File: config.mk
export PLATFORM = sky130hd
export DESIGN_NAME = cpusb_core
export DESIGN_NICKNAME = d
export VERILOG_FILES = /design/src/hdl/cpusb_ram.v /design/src/hdl/cpusb_core.v
export VERILOG_INCLUDE_DIRS = /design/src /design/src/hdl
export SDC_FILE = /design/constraint.sdc
export NUM_CORES = 2
export LEC_CHECK = 0
export ABC_AREA = 1
export BUFFER_PORTS_ARGS = -buffer_cell sky130_fd_sc_hd__buf_2
export CORE_AREA = 2 2 476 478
export CTS_CLUSTER_DIAMETER = 120
export DETAILED_ROUTE_END_ITERATION = 8
export DIE_AREA = 0 0 478 480
export MAX_ROUTING_LAYER = met4
export PLACE_DENSITY = 0.61
export REMOVE_ABC_BUFFERS = 1
export SLEW_MARGIN = 10
export SYNTH_ARGS = -nofsm -noshare
export SYNTH_HDL_FRONTEND = slang
export SYNTH_HIERARCHICAL = 1
export SYNTH_SLANG_ARGS = --single-unit
File: constraint.sdc
create_clock -name aclk -period 4.7 [get_ports aclk]
set_input_delay 0.235 -clock aclk [delete_from_list [all_inputs] [get_ports aclk]]
set_output_delay 0.235 -clock aclk [all_outputs]
set_load 0.01 [all_outputs]
File: src/hdl/cpusb_defines.vh
`ifndef CPUSB_DEFINES_VH
`define CPUSB_DEFINES_VH

// Bus register byte offsets
`define CPUSB_OFF_PSW       8'h00
`define CPUSB_OFF_ACC       8'h04
`define CPUSB_OFF_WREG_SEL  8'h08
`define CPUSB_OFF_WREG_DATA 8'h0C
`define CPUSB_OFF_IRAM_ADDR 8'h10
`define CPUSB_OFF_IRAM_DATA 8'h14
`define CPUSB_OFF_SFR_PROBE 8'h18
`define CPUSB_OFF_XDATA     8'h1C
`define CPUSB_OFF_PC        8'h20
`define CPUSB_OFF_STATUS    8'h24

// Status word fields
`define CPUSB_PSW_CARRY     7
`define CPUSB_PSW_HALF      6
`define CPUSB_PSW_UF0       5
`define CPUSB_PSW_BANK_HI   4
`define CPUSB_PSW_BANK_LO   3
`define CPUSB_PSW_OVF       2
`define CPUSB_PSW_UF1       1
`define CPUSB_PSW_PARITY    0
`define CPUSB_PSW_RESET     8'h00
`define CPUSB_ACC_RESET     8'h00
`define CPUSB_PSW_SFR_ADDR  8'hD0

// Address spaces
`define CPUSB_IRAM_AW       8
`define CPUSB_IRAM_BYTES    256
`define CPUSB_SFR_BASE      8'h80
`define CPUSB_SFR_BYTES     128
`define CPUSB_BITADDR_MASK  8'h07
`define CPUSB_PROG_AW       16
`define CPUSB_XDATA_AW      16
`define CPUSB_ON_CHIP_EXTENDED_DATA_RAM_BYTES    2048
`define CPUSB_ON_CHIP_EXTENDED_DATA_RAM_AW       11
`define CPUSB_WREG_TOP      3'b000
`define CPUSB_WREG_LIMIT    8'h20

// Reset pin hold in oscillator periods, and oscillator periods per machine cycle
`define CPUSB_RST_OSC_PERIODS 24
`define CPUSB_OSC_PER_MCYCLE  12

// AXI responses
`define CPUSB_RESP_OKAY     2'b00
`define CPUSB_RESP_SLVERR   2'b10

`endif

File: src/hdl/cpusb_ram.v
`timescale 1ns/1ps
module cpusb_ram #(
    parameter AW = 8,
    parameter DW = 8
) (
    input  wire          aclk,    // Clock
    input  wire          we,      // Write enable
    input  wire [AW-1:0] waddr,   // Write address
    input  wire [DW-1:0] wdata,   // Write data
    input  wire [AW-1:0] raddr,   // Read address
    output reg  [DW-1:0] rdata_r  // Registered read data
);

    reg [DW-1:0] mem [0:(1<<AW)-1];

    always @(posedge aclk)
    begin
        if (we)
        begin
            mem[waddr] <= wdata;
        end
        rdata_r <= mem[raddr];
    end

endmodule // cpusb_ram

File: src/hdl/cpusb_core.v
// Decided for this implementation: the placing of the registers and the AXI4-Lite interface to the registers.
`timescale 1ns/1ps
`include "cpusb_defines.vh"
module cpusb_core #(
    parameter [15:0] ON_CHIP_EXTENDED_DATA_RAM_BASE = 16'hF800
) (
    input  wire        aclk,          // 20 MHz clock
    input  wire        aresetn,       // Sync reset, active low
    input  wire        reset_pin_n,   // External reset pin, active low
    input  wire [7:0]  s_axi_awaddr,  // Write address
    input  wire        s_axi_awvalid, // Write address valid
    output reg         s_axi_awready, // Write address ready
    input  wire [31:0] s_axi_wdata,   // Write data
    input  wire [3:0]  s_axi_wstrb,   // Write strobes
    input  wire        s_axi_wvalid,  // Write data valid
    output reg         s_axi_wready,  // Write data ready
    output reg  [1:0]  s_axi_bresp,   // Write response
    output reg         s_axi_bvalid,  // Write response valid
    input  wire        s_axi_bready,  // Write response ready
    input  wire [7:0]  s_axi_araddr,  // Read address
    input  wire        s_axi_arvalid, // Read address valid
    output reg         s_axi_arready, // Read address ready
    output reg  [31:0] s_axi_rdata,   // Read data
    output reg  [1:0]  s_axi_rresp,   // Read response
    output reg         s_axi_rvalid,  // Read data valid
    input  wire        s_axi_rready,  // Read data ready
    output reg  [1:0]  bank_sel_r,    // Active register bank
    output reg         parity_flag_r, // Accumulator parity
    output reg         core_reset_r   // Core held in reset
);

    // Reset pin synchroniser and core reset
    reg        rst_meta_r;
    reg        rst_sync_r;
    wire       core_rst;

    // Write channel state
    reg        aw_full_r;
    reg        w_full_r;
    reg [7:0]  aw_addr_r;
    reg [31:0] w_data_r;
    reg [3:0]  w_strb_r;
    reg        aw_full_nxt;
    reg        w_full_nxt;
    wire       do_write;
    reg        wr_ok;

    // Read channel state
    reg        rd_wait_r;
    reg        rd_fin_r;
    reg [7:0]  ar_addr_r;
    reg        ar_busy_nxt;
    reg [31:0] rd_val;
    reg        rd_ok;

    // Core registers
    reg [7:0]  psw_r;
    reg [7:0]  acc_r;
    reg        instr_done_r;
    reg [2:0]  wreg_sel_r;
    reg [7:0]  iram_addr_r;
    reg [7:0]  sfr_probe_r;
    reg [15:0] xdata_addr_r;
    reg [15:0] pc_r;

    // Internal data memory ports
    reg        ram_we;
    reg [7:0]  ram_waddr;
    reg [7:0]  ram_raddr;
    wire [7:0] ram_rdata;
    wire [7:0] wreg_addr;

    // Address classification
    wire       sfr_space;
    wire       sfr_bitaddr;
    wire       sfr_is_psw;
    wire       wreg_region;
    wire [15:0] on_chip_extended_data_ram_off;
    wire       on_chip_extended_data_ram_hit;

    // Two flops before anyone looks at the pin
    always @(posedge aclk)
    begin
        if (!aresetn)
        begin
            rst_meta_r <= 1'b0;
            rst_sync_r <= 1'b0;
        end
        else
        begin
            rst_meta_r <= reset_pin_n;
            rst_sync_r <= rst_meta_r;
        end
    end

    // Pin pulses shorter than one clock period may be missed
    assign core_rst = !aresetn || !rst_sync_r;

    always @(posedge aclk)
    begin
        core_reset_r <= core_rst;
    end

    // Bank n covers 8n..8n+7
    assign wreg_addr = {`CPUSB_WREG_TOP,
                        psw_r[`CPUSB_PSW_BANK_HI:`CPUSB_PSW_BANK_LO],
                        wreg_sel_r};

    // Upper half of the byte address space is the register area
    assign sfr_space   = sfr_probe_r[7];
    assign sfr_bitaddr = sfr_space &&
        ((sfr_probe_r & `CPUSB_BITADDR_MASK) == 8'h00);
    assign sfr_is_psw  = sfr_probe_r == `CPUSB_PSW_SFR_ADDR;
    assign wreg_region = iram_addr_r < `CPUSB_WREG_LIMIT;

    // 2K on-chip block inside the 64K data space
    assign on_chip_extended_data_ram_off = xdata_addr_r - ON_CHIP_EXTENDED_DATA_RAM_BASE;
    assign on_chip_extended_data_ram_hit = on_chip_extended_data_ram_off < `CPUSB_ON_CHIP_EXTENDED_DATA_RAM_BYTES;

    // Write channel: address and data taken in either order
    assign do_write = aw_full_r && w_full_r && !s_axi_bvalid;

    always @*
    begin
        aw_full_nxt = aw_full_r;
        w_full_nxt  = w_full_r;
        if (s_axi_awvalid && s_axi_awready)
        begin
            aw_full_nxt = 1'b1;
        end
        if (s_axi_wvalid && s_axi_wready)
        begin
            w_full_nxt = 1'b1;
        end
        if (s_axi_bvalid && s_axi_bready)
        begin
            aw_full_nxt = 1'b0;
            w_full_nxt  = 1'b0;
        end
    end

    always @*
    begin
        case (aw_addr_r)
            `CPUSB_OFF_PSW,
            `CPUSB_OFF_ACC,
            `CPUSB_OFF_WREG_SEL,
            `CPUSB_OFF_WREG_DATA,
            `CPUSB_OFF_IRAM_ADDR,
            `CPUSB_OFF_IRAM_DATA,
            `CPUSB_OFF_SFR_PROBE,
            `CPUSB_OFF_XDATA,
            `CPUSB_OFF_PC:
                wr_ok = 1'b1;
            default:
                wr_ok = 1'b0;
        endcase
    end

    always @(posedge aclk)
    begin
        if (!aresetn)
        begin
            aw_full_r     <= 1'b0;
            w_full_r      <= 1'b0;
            s_axi_awready <= 1'b0;
            s_axi_wready  <= 1'b0;
            s_axi_bvalid  <= 1'b0;
            s_axi_bresp   <= `CPUSB_RESP_OKAY;
            aw_addr_r     <= 8'h00;
            w_data_r      <= 32'h0000_0000;
            w_strb_r      <= 4'h0;
        end
        else
        begin
            aw_full_r     <= aw_full_nxt;
            w_full_r      <= w_full_nxt;
            s_axi_awready <= !aw_full_nxt;
            s_axi_wready  <= !w_full_nxt;
            if (s_axi_awvalid && s_axi_awready)
            begin
                aw_addr_r <= s_axi_awaddr;
            end
            if (s_axi_wvalid && s_axi_wready)
            begin
                w_data_r <= s_axi_wdata;
                w_strb_r <= s_axi_wstrb;
            end
            if (do_write)
            begin
                s_axi_bvalid <= 1'b1;
                s_axi_bresp  <= wr_ok ? `CPUSB_RESP_OKAY
                                      : `CPUSB_RESP_SLVERR;
            end
            else if (s_axi_bready)
            begin
                s_axi_bvalid <= 1'b0;
            end
        end
    end

    // Memory ports: writes from the bus, reads staged for the read channel
    always @*
    begin
        ram_we    = 1'b0;
        ram_waddr = iram_addr_r;
        if (do_write && w_strb_r[0])
        begin
            if (aw_addr_r == `CPUSB_OFF_WREG_DATA)
            begin
                ram_we    = 1'b1;
                ram_waddr = wreg_addr;
            end
            else if (aw_addr_r == `CPUSB_OFF_IRAM_DATA)
            begin
                ram_we = 1'b1;
            end
        end
        if (ar_addr_r == `CPUSB_OFF_WREG_DATA)
        begin
            ram_raddr = wreg_addr;
        end
        else
        begin
            ram_raddr = iram_addr_r;
        end
    end

    cpusb_ram #(
        .AW (`CPUSB_IRAM_AW),
        .DW (8)
    ) u_iram (
        .aclk    (aclk),
        .we      (ram_we),
        .waddr   (ram_waddr),
        .wdata   (w_data_r[7:0]),
        .raddr   (ram_raddr),
        .rdata_r (ram_rdata)
    );

    // Core state; the accumulator write stands for an instruction
    always @(posedge aclk)
    begin
        if (core_rst)
        begin
            psw_r        <= `CPUSB_PSW_RESET;
            acc_r        <= `CPUSB_ACC_RESET;
            instr_done_r <= 1'b0;
            pc_r         <= 16'h0000;
        end
        else
        begin
            instr_done_r <= 1'b0;
            if (do_write && w_strb_r[0])
            begin
                if (aw_addr_r == `CPUSB_OFF_PSW)
                begin
                    // Parity is owned by hardware
                    psw_r[7:1] <= w_data_r[7:1];
                end
                if (aw_addr_r == `CPUSB_OFF_ACC)
                begin
                    acc_r        <= w_data_r[7:0];
                    instr_done_r <= 1'b1;
                end
            end
            if (do_write && aw_addr_r == `CPUSB_OFF_PC)
            begin
                if (w_strb_r[0])
                begin
                    pc_r[7:0] <= w_data_r[7:0];
                end
                if (w_strb_r[1])
                begin
                    pc_r[15:8] <= w_data_r[15:8];
                end
            end
            if (instr_done_r)
            begin
                psw_r[`CPUSB_PSW_PARITY] <= ^acc_r;
            end
        end
    end

    // Bus-side helper registers, reset with the bus
    always @(posedge aclk)
    begin
        if (!aresetn)
        begin
            wreg_sel_r   <= 3'b000;
            iram_addr_r  <= 8'h00;
            sfr_probe_r  <= `CPUSB_SFR_BASE;
            xdata_addr_r <= 16'h0000;
        end
        else if (do_write)
        begin
            case (aw_addr_r)
                `CPUSB_OFF_WREG_SEL:
                    if (w_strb_r[0])
                    begin
                        wreg_sel_r <= w_data_r[2:0];
                    end
                `CPUSB_OFF_IRAM_ADDR:
                    if (w_strb_r[0])
                    begin
                        iram_addr_r <= w_data_r[7:0];
                    end
                `CPUSB_OFF_SFR_PROBE:
                    if (w_strb_r[0])
                    begin
                        sfr_probe_r <= w_data_r[7:0];
                    end
                `CPUSB_OFF_XDATA:
                    begin
                        if (w_strb_r[0])
                        begin
                            xdata_addr_r[7:0] <= w_data_r[7:0];
                        end
                        if (w_strb_r[1])
                        begin
                            xdata_addr_r[15:8] <= w_data_r[15:8];
                        end
                    end
                default:
                    wreg_sel_r <= wreg_sel_r;
            endcase
        end
    end

    // Read data mux
    always @*
    begin
        rd_ok  = 1'b1;
        rd_val = 32'h0000_0000;
        case (ar_addr_r)
            `CPUSB_OFF_PSW:
                rd_val[7:0] = psw_r;
            `CPUSB_OFF_ACC:
                rd_val[7:0] = acc_r;
            `CPUSB_OFF_WREG_SEL:
                rd_val[7:0] = wreg_addr;
            `CPUSB_OFF_WREG_DATA,
            `CPUSB_OFF_IRAM_DATA:
                rd_val[7:0] = ram_rdata;
            `CPUSB_OFF_IRAM_ADDR:
                rd_val[8:0] = {wreg_region, iram_addr_r};
            `CPUSB_OFF_SFR_PROBE:
                rd_val[10:0] = {sfr_is_psw, sfr_bitaddr,
                                sfr_space, sfr_probe_r};
            `CPUSB_OFF_XDATA:
                rd_val[16:0] = {on_chip_extended_data_ram_hit, xdata_addr_r};
            `CPUSB_OFF_PC:
                rd_val[15:0] = pc_r;
            `CPUSB_OFF_STATUS:
                rd_val[3:0] = {core_reset_r, parity_flag_r,
                               bank_sel_r};
            default:
                rd_ok = 1'b0;
        endcase
    end

    // Read channel: one wait cycle for the registered memory output
    always @*
    begin
        ar_busy_nxt = rd_wait_r || rd_fin_r || s_axi_rvalid;
        if (s_axi_arvalid && s_axi_arready)
        begin
            ar_busy_nxt = 1'b1;
        end
        if (s_axi_rvalid && s_axi_rready)
        begin
            ar_busy_nxt = 1'b0;
        end
    end

    always @(posedge aclk)
    begin
        if (!aresetn)
        begin
            s_axi_arready <= 1'b0;
            s_axi_rvalid  <= 1'b0;
            s_axi_rdata   <= 32'h0000_0000;
            s_axi_rresp   <= `CPUSB_RESP_OKAY;
            rd_wait_r     <= 1'b0;
            rd_fin_r      <= 1'b0;
            ar_addr_r     <= 8'h00;
        end
        else
        begin
            s_axi_arready <= !ar_busy_nxt;
            rd_wait_r     <= s_axi_arvalid && s_axi_arready;
            rd_fin_r      <= rd_wait_r;
            if (s_axi_arvalid && s_axi_arready)
            begin
                ar_addr_r <= s_axi_araddr;
            end
            if (rd_fin_r)
            begin
                s_axi_rvalid <= 1'b1;
                s_axi_rdata  <= rd_val;
                s_axi_rresp  <= rd_ok ? `CPUSB_RESP_OKAY
                                      : `CPUSB_RESP_SLVERR;
            end
            else if (s_axi_rready)
            begin
                s_axi_rvalid <= 1'b0;
            end
        end
    end

    // Status outputs
    always @(posedge aclk)
    begin
        if (core_rst)
        begin
            bank_sel_r    <= 2'b00;
            parity_flag_r <= 1'b0;
        end
        else
        begin
            bank_sel_r    <= psw_r[`CPUSB_PSW_BANK_HI:`CPUSB_PSW_BANK_LO];
            parity_flag_r <= psw_r[`CPUSB_PSW_PARITY];
        end
    end

endmodule // cpusb_core

# Word level (Yosys, flattened, before mapping)
# Memories as Yosys holds them, arrays and structs flattened. A register that Yosys moved wholly into a read port is not among the register bits.
# Index checks and enable logic that the tools add are counted.
[classes]
addsub = 1
magnitude_cmp = 2
eq_ne = 18
muxes = 29
bitwise_logic = 1
n_reduce_logical = 38
[op_table]
columns = ["operator", "count"]
rows = [
  ["== test 8 x 5 -> 1 bit, second input constant", 8],
  ["case mux 4 bit (9 select lines)", 1],
  ["== test 8 x 4 -> 1 bit, second input constant", 4],
  ["case mux 4 bit (8 select lines)", 1],
  ["== test 8 x 6 -> 1 bit, second input constant", 3],
  ["zero test 8 bit", 3],
  ["2-to-1 mux 8 bit", 3],
  ["2-to-1 mux 1 bit", 19],
  ["== test 8 x 3 -> 1 bit, second input constant", 2],
  ["< comparator 16 x 12 -> 1 bit, second input constant", 1],
  ["subtractor 16 bit, second input constant", 1],
  ["AND reduction 3 bit", 5],
  ["logical AND 1 bit", 10],
  ["case mux 5 bit (2 select lines)", 1],
  ["OR reduction 10 bit", 1],
  ["OR reduction 9 bit", 1],
  ["== test 8 bit, second input constant", 1],
  ["< comparator 8 x 6 -> 1 bit, second input constant", 1],
  ["AND reduction 2 bit", 4],
  ["XOR reduction 8 bit", 1],
  ["zero test 1 bit", 6],
  ["case mux 2 bit (3 select lines)", 1],
  ["2-to-1 mux 2 bit", 2],
  ["case mux 1 bit (4 select lines)", 1],
  ["other kinds (4)", 8],
]
[word_totals]
reg_bits = 138
mem_bits_rw = 2048
input_bits = 60
output_inout_bits = 45
word_cells = 122
mem_count = 1
[memory_table]
columns = ["name", "depth", "width", "rd", "rd_clocked_by_memory_dff", "write_ports", "line_no", "text"]
rows = [
  ["u_iram.mem", 256, 8, 1, 1, 1, "cpusb_ram.v:14", "reg [DW-1:0] mem [0:(1<<AW)-1];"],
]

# Depth between registers and ports, before layout
[depth]
word_depth = 6
depth_mapped = 22
ltp_nobuf = 17

# Hierarchy
# The synthesis kept the hierarchy.
[by_module_without_submodules]
columns = ["mod", "instances", "cells_each", "area_per_inst_um2", "seq_area_each_um2"]
rows = [
  ["cpusb_ram", 1, 7003, 83396.2, 61659.1],
  ["cpusb_core", 1, 800, 6085.8, 2722.6],
]

# Worst setup path before layout
# Ideal clock, no wire load.
[synth_path]
kind = "register to register"
from = "reg w_data_r[6]"
to = "reg iram_addr_r[6]"
setup_time_ns = 0.090
arrival_time_ns = 4.522
required_ns = 4.610
slack_ns = 0.088
path_stages_with_launch = 3
path_buffers = 0
synth_period_minus_slack_ns = 4.612
cell_sequence = "dfxtp_1 inv_1 a211oi_2"
[synth_lines]
columns = ["item", "line_no", "text"]
rows = [
  ["start, declared", "cpusb_core.v:41", "reg [31:0] w_data_r;"],
  ["start signal, assigned", "cpusb_core.v:186", "w_data_r <= s_axi_wdata;"],
  ["end signal, assigned", "cpusb_core.v:306", "iram_addr_r <= w_data_r[7:0];"],
  ["end, declared", "cpusb_core.v:61", "reg [7:0] iram_addr_r;"],
]
# No word-level cell between the ends.

# Worst setup path after layout
[layout_path]
from = "reg ar_addr_r[7]"
to = "reg u_iram.rdata_r[0] (read register of u_iram.mem)"
[layout_between]
elab_chain_len = 2
[layout_rtl]
columns = ["item", "line_no", "text"]
rows = [
  ["start, declared", "cpusb_core.v:51", "reg [7:0] ar_addr_r;"],
  ["start signal, assigned", "cpusb_core.v:395", "ar_addr_r <= s_axi_araddr;"],
  ["== test 8 x 4 -> 1 bit", "-", ""],
  ["2-to-1 mux 8 bit", "cpusb_core.v:219", "if (ar_addr_r == `CPUSB_OFF_WREG_DATA)"],
  ["net ram_raddr[0]", "cpusb_core.v:69", "reg [7:0] ram_raddr;"],
  ["end, declared", "cpusb_ram.v:11", "output reg [DW-1:0] rdata_r"],
]
# The timed path passes the listed nets, and every way through them passes these cells.
# A chain may end at the register's enable or synchronous reset.

==> results_dict.tcl <==
set metrics [dict create \
    finClkSkew_ns 0.0311 \
    path_cells "inv_1 > nand2_2 > nor2_4 > nand2_2 > buf_4 > nand2_1 > o21ai_4 > inv_16 > buf_4 > buf_4 > nand2_1 > nand3_1 > nand3_1 > nand3_1 > nand3_1 > nand3_1 > nand3_1 > nand2_1 > nand2_1 > nand2_1" \
    clock-root-buffer "clkbuf_16" \
    layout.nets 7981 \
    syn_area_per_cell_sq_um 11.5 \
    synth_edf_count 2048 \
    grt_overflow 0 \
    sw_frac_of_total_pct 20.6 \
    track_usage_pct 21.2 \
    die_w_microns 478 \
    postCtsSetupRepairBufs 0 \
    seqPwrFrac_pct 55.2 \
    io_pins 105 \
    hold_end "w_data_r[10]" \
    place.gp.congestion 0.869 \
    drt-initial-drc-count 6985 \
    cp_max_fo 117 \
    synth_area_sq_um 89500 \
    min_path_type "in2reg" \
    hold_viol 0 \
    r2r-end "u_iram/rdata_r[0]" \
    synth_top_area_share_pct 68.7 \
    path_class "reg2reg" \
    yosys_warnings 6 \
    start_util_pct 39.9 \
    finalInstanceArea_sq_um 101000 \
    postSynthRegisterBits 2192 \
    synth_largest_area_cell "edfxtp_1" \
    p_per_area_nw_per_um2 385 \
    io_buffers 69 \
    worstSkewPairLatency_ns 0.85 \
    crit_required_ns 5.50 \
    grt_pass1_vias 57000 \
    switchingPower_mw 8.04 \
    final.min_clock_period_ns 4.25 \
    fp.dieH_microns 480 \
    max_stage_delay_ns 0.48 \
    hpwl_mm 136 \
    drv_slew 0 \
    clockBufferDepth 3 \
    rsz0062_at_grt "no" \
    combPwrFrac_pct 1.8 \
    cp-end-kind "flip-flop" \
    crit_top_cell "nand3_1" \
    yosys-top-cells-count "nand2_1 (2235), nand3_1 (2067), edfxtp_1 (2048)" \
    ant_nets 0 \
    drt_wl_total_mm 242 \
    syn_inst 7803 \
    viasPerCell 5.42 \
    min_path_cells 4 \
    vdd_drop_max_mv 0.352 \
    setup-violations-final 0 \
    r2r_start "ar_addr_r[7]" \
    cts_tree "built" \
    period_share_pct 90.4 \
    drive_gt1_share_pct 8.86 \
    arrival_ns 5.05 \
    leakagePower_nw 35.5 \
    avgRoutedWirePerCell_microns 21.8 \
    grt_pass1_wl_mm 361 \
    yosysSeqAreaShare_pct 71.9 \
    status "finished, final reports clean" \
    p_int_mw 31.0 \
    synth_area_leaders "edfxtp_1 (69%), nand3_1 (12%), nand2_1 (9.4%), dfxtp_1 (3.2%), nor2_1 (1.6%)" \
    cp_top_family "simple AND/OR/NAND/NOR gates" \
    grt_max_degree 209 \
    placed_area_sq_um 93800 \
    synth_cell_types 40 \
    timing.reg2reg.setup_slack_ns 0.45 \
    synthArstFlopShare_pct 0 \
    h-tree-depth 4 \
    route.detailed.drc 0 \
    cap_violations 0 \
    hold_start "s_axi_wdata[10]" \
    path_buf_inv 5 \
    yosysMostFrequentCell "nand2_1" \
    placementRows 174 \
    relSlewSlack_pct 5.15 \
    fmax_mhz 235 \
    fin_hold_ws_ns 0.192 \
    worst_pin_slew_ns 1.42 \
    clk_pin_slew_ns 0.07 \
    reg2regPathDepth 20 \
    vias 60100 \
    final_util_pct 45.2 \
    area_growth_pct 13.3 \
    cts.sinks 2192 \
    cts_made_buffers 214 \
    die_area_sq_um 229000 \
    synth_top_flop_cell "edfxtp_1" \
    cp-start-kind "flip-flop" \
    core_area_sq_um 224000 \
    antenna_found_initial 3 \
    critical_path.slowest_cell "buf_4" \
    detailedRoute.firstPassIterationCount 6 \
    p_clk_share_pct 42.9 \
]
## repair_timing
action,in CTS,in global routing
hold buffers,77,0
endpoints found under the hold margin,65,0
gates resized for setup,0,0
## area by class of cell
class | instances | area (sq um)
fill | 20200 | 123000
sequential | 2192 | 64400
multi-input combinational | 4975 | 22000
clock buffer | 259 | 5550
timing repair buffer | 418 | 3880
tap | 2992 | 3740
clock inverter | 140 | 1270
inverter | 119 | 480
antenna | 1 | 2.50
## power by group through the flow
stage / Combinational, mW / Clock (mW) / Sequential, mW
after floorplan: 0.158 / 0 / 22.2
after global placement: 0.638 / 0 / 22.0
after detailed placement: 0.656 / 0 / 22.0
after CTS: 0.712 / 17.0 / 21.6
after global routing: 0.767 / 17.8 / 21.6
final: 0.712 / 16.8 / 21.6
## routing by layer
metal,routed length [microns],vias to the layer above,global-route usage [%],share of wire (%)
met5,0,-,-,0
met4,7150,0,6.51,3.0
met3,19200,445,3.47,7.9
met2,115000,2404,33.2,47
met1,101000,29500,28.4,42
li1,-,27700,-,-
## worst max path at each step
stage,start,depth (start not counted),to
final,ar_addr_r[7],20,u_iram/rdata_r[0]
after global routing,ar_addr_r[7],20,u_iram/rdata_r[2]
after CTS,aw_addr_r[6],11,u_iram/mem[58][4]
after detailed placement,aw_addr_r[6],11,u_iram/mem[58][7]
after global placement,aw_addr_r[6],11,u_iram/mem[59][7]
after floorplan,ar_addr_r[1],16,u_iram/rdata_r[0]
## registers in the layout, summed over array words and instances (netlist names), 2 cells and up
register        flops
u_iram/mem       2048
acc_r               8
xdata_addr_r       16
s_axi_rdata        17
w_strb_r            2
u_iram/rdata_r      8
w_data_r           16
pc_r               16
wreg_sel_r          3
iram_addr_r         8
bank_sel_r          2
psw_r               8
ar_addr_r           8
sfr_probe_r         8
aw_addr_r           8
## through the flow
stage	power [mW]	TNS, ns	setup slack (ns)	std cells
after floorplan	22.3	-1047.20	-130.91	7286
after global placement	22.6	0	0.766	10600
after detailed placement	22.6	0	0.667	10600
after CTS	39.3	0	0.674	11100
after global routing	40.1	0	0.386	11100
final	39.0	0	0.451	11100
## logic make-up (layout without fill, tap and decap cells)
logic type / Yosys count / count (layout) / synth area share (%)
AO/OA/AOI/OAI: 221 / 221 / 1.42
XOR/XNOR: 7 / 7 / 0.0685
flip-flops: 2192 / 2192 / 71.9
AND/OR/NAND/NOR: 4729 / 4729 / 23.0
buffers and inverters: 652 / 936 / 3.60
adder cells (fa/ha/maj): 1 / 1 / 0.0140
other: 1 / 18 / 0.00419
## worst min-delay path, stage by stage
cell,delay (ns)
dlygate4sd3_1,0.52
buf_2,0.10
o21ai_0,0.07
nor2_1,0.08
## placed cells by master, fill, tap and decap left out, types with 51 or more instances in the layout
cell type	count
clkbuf_16	215
clkinv_1	51
dlygate4sd3_1	77
inv_1	101
edfxtp_1	2048
buf_4	214
o21ai_0	89
buf_12	58
nor2_1	387
nand3_1	2067
a21oi_1	82
dfxtp_1	136
nand2_1	2235
buf_2	69
Power figures use the tool's default switching activity.
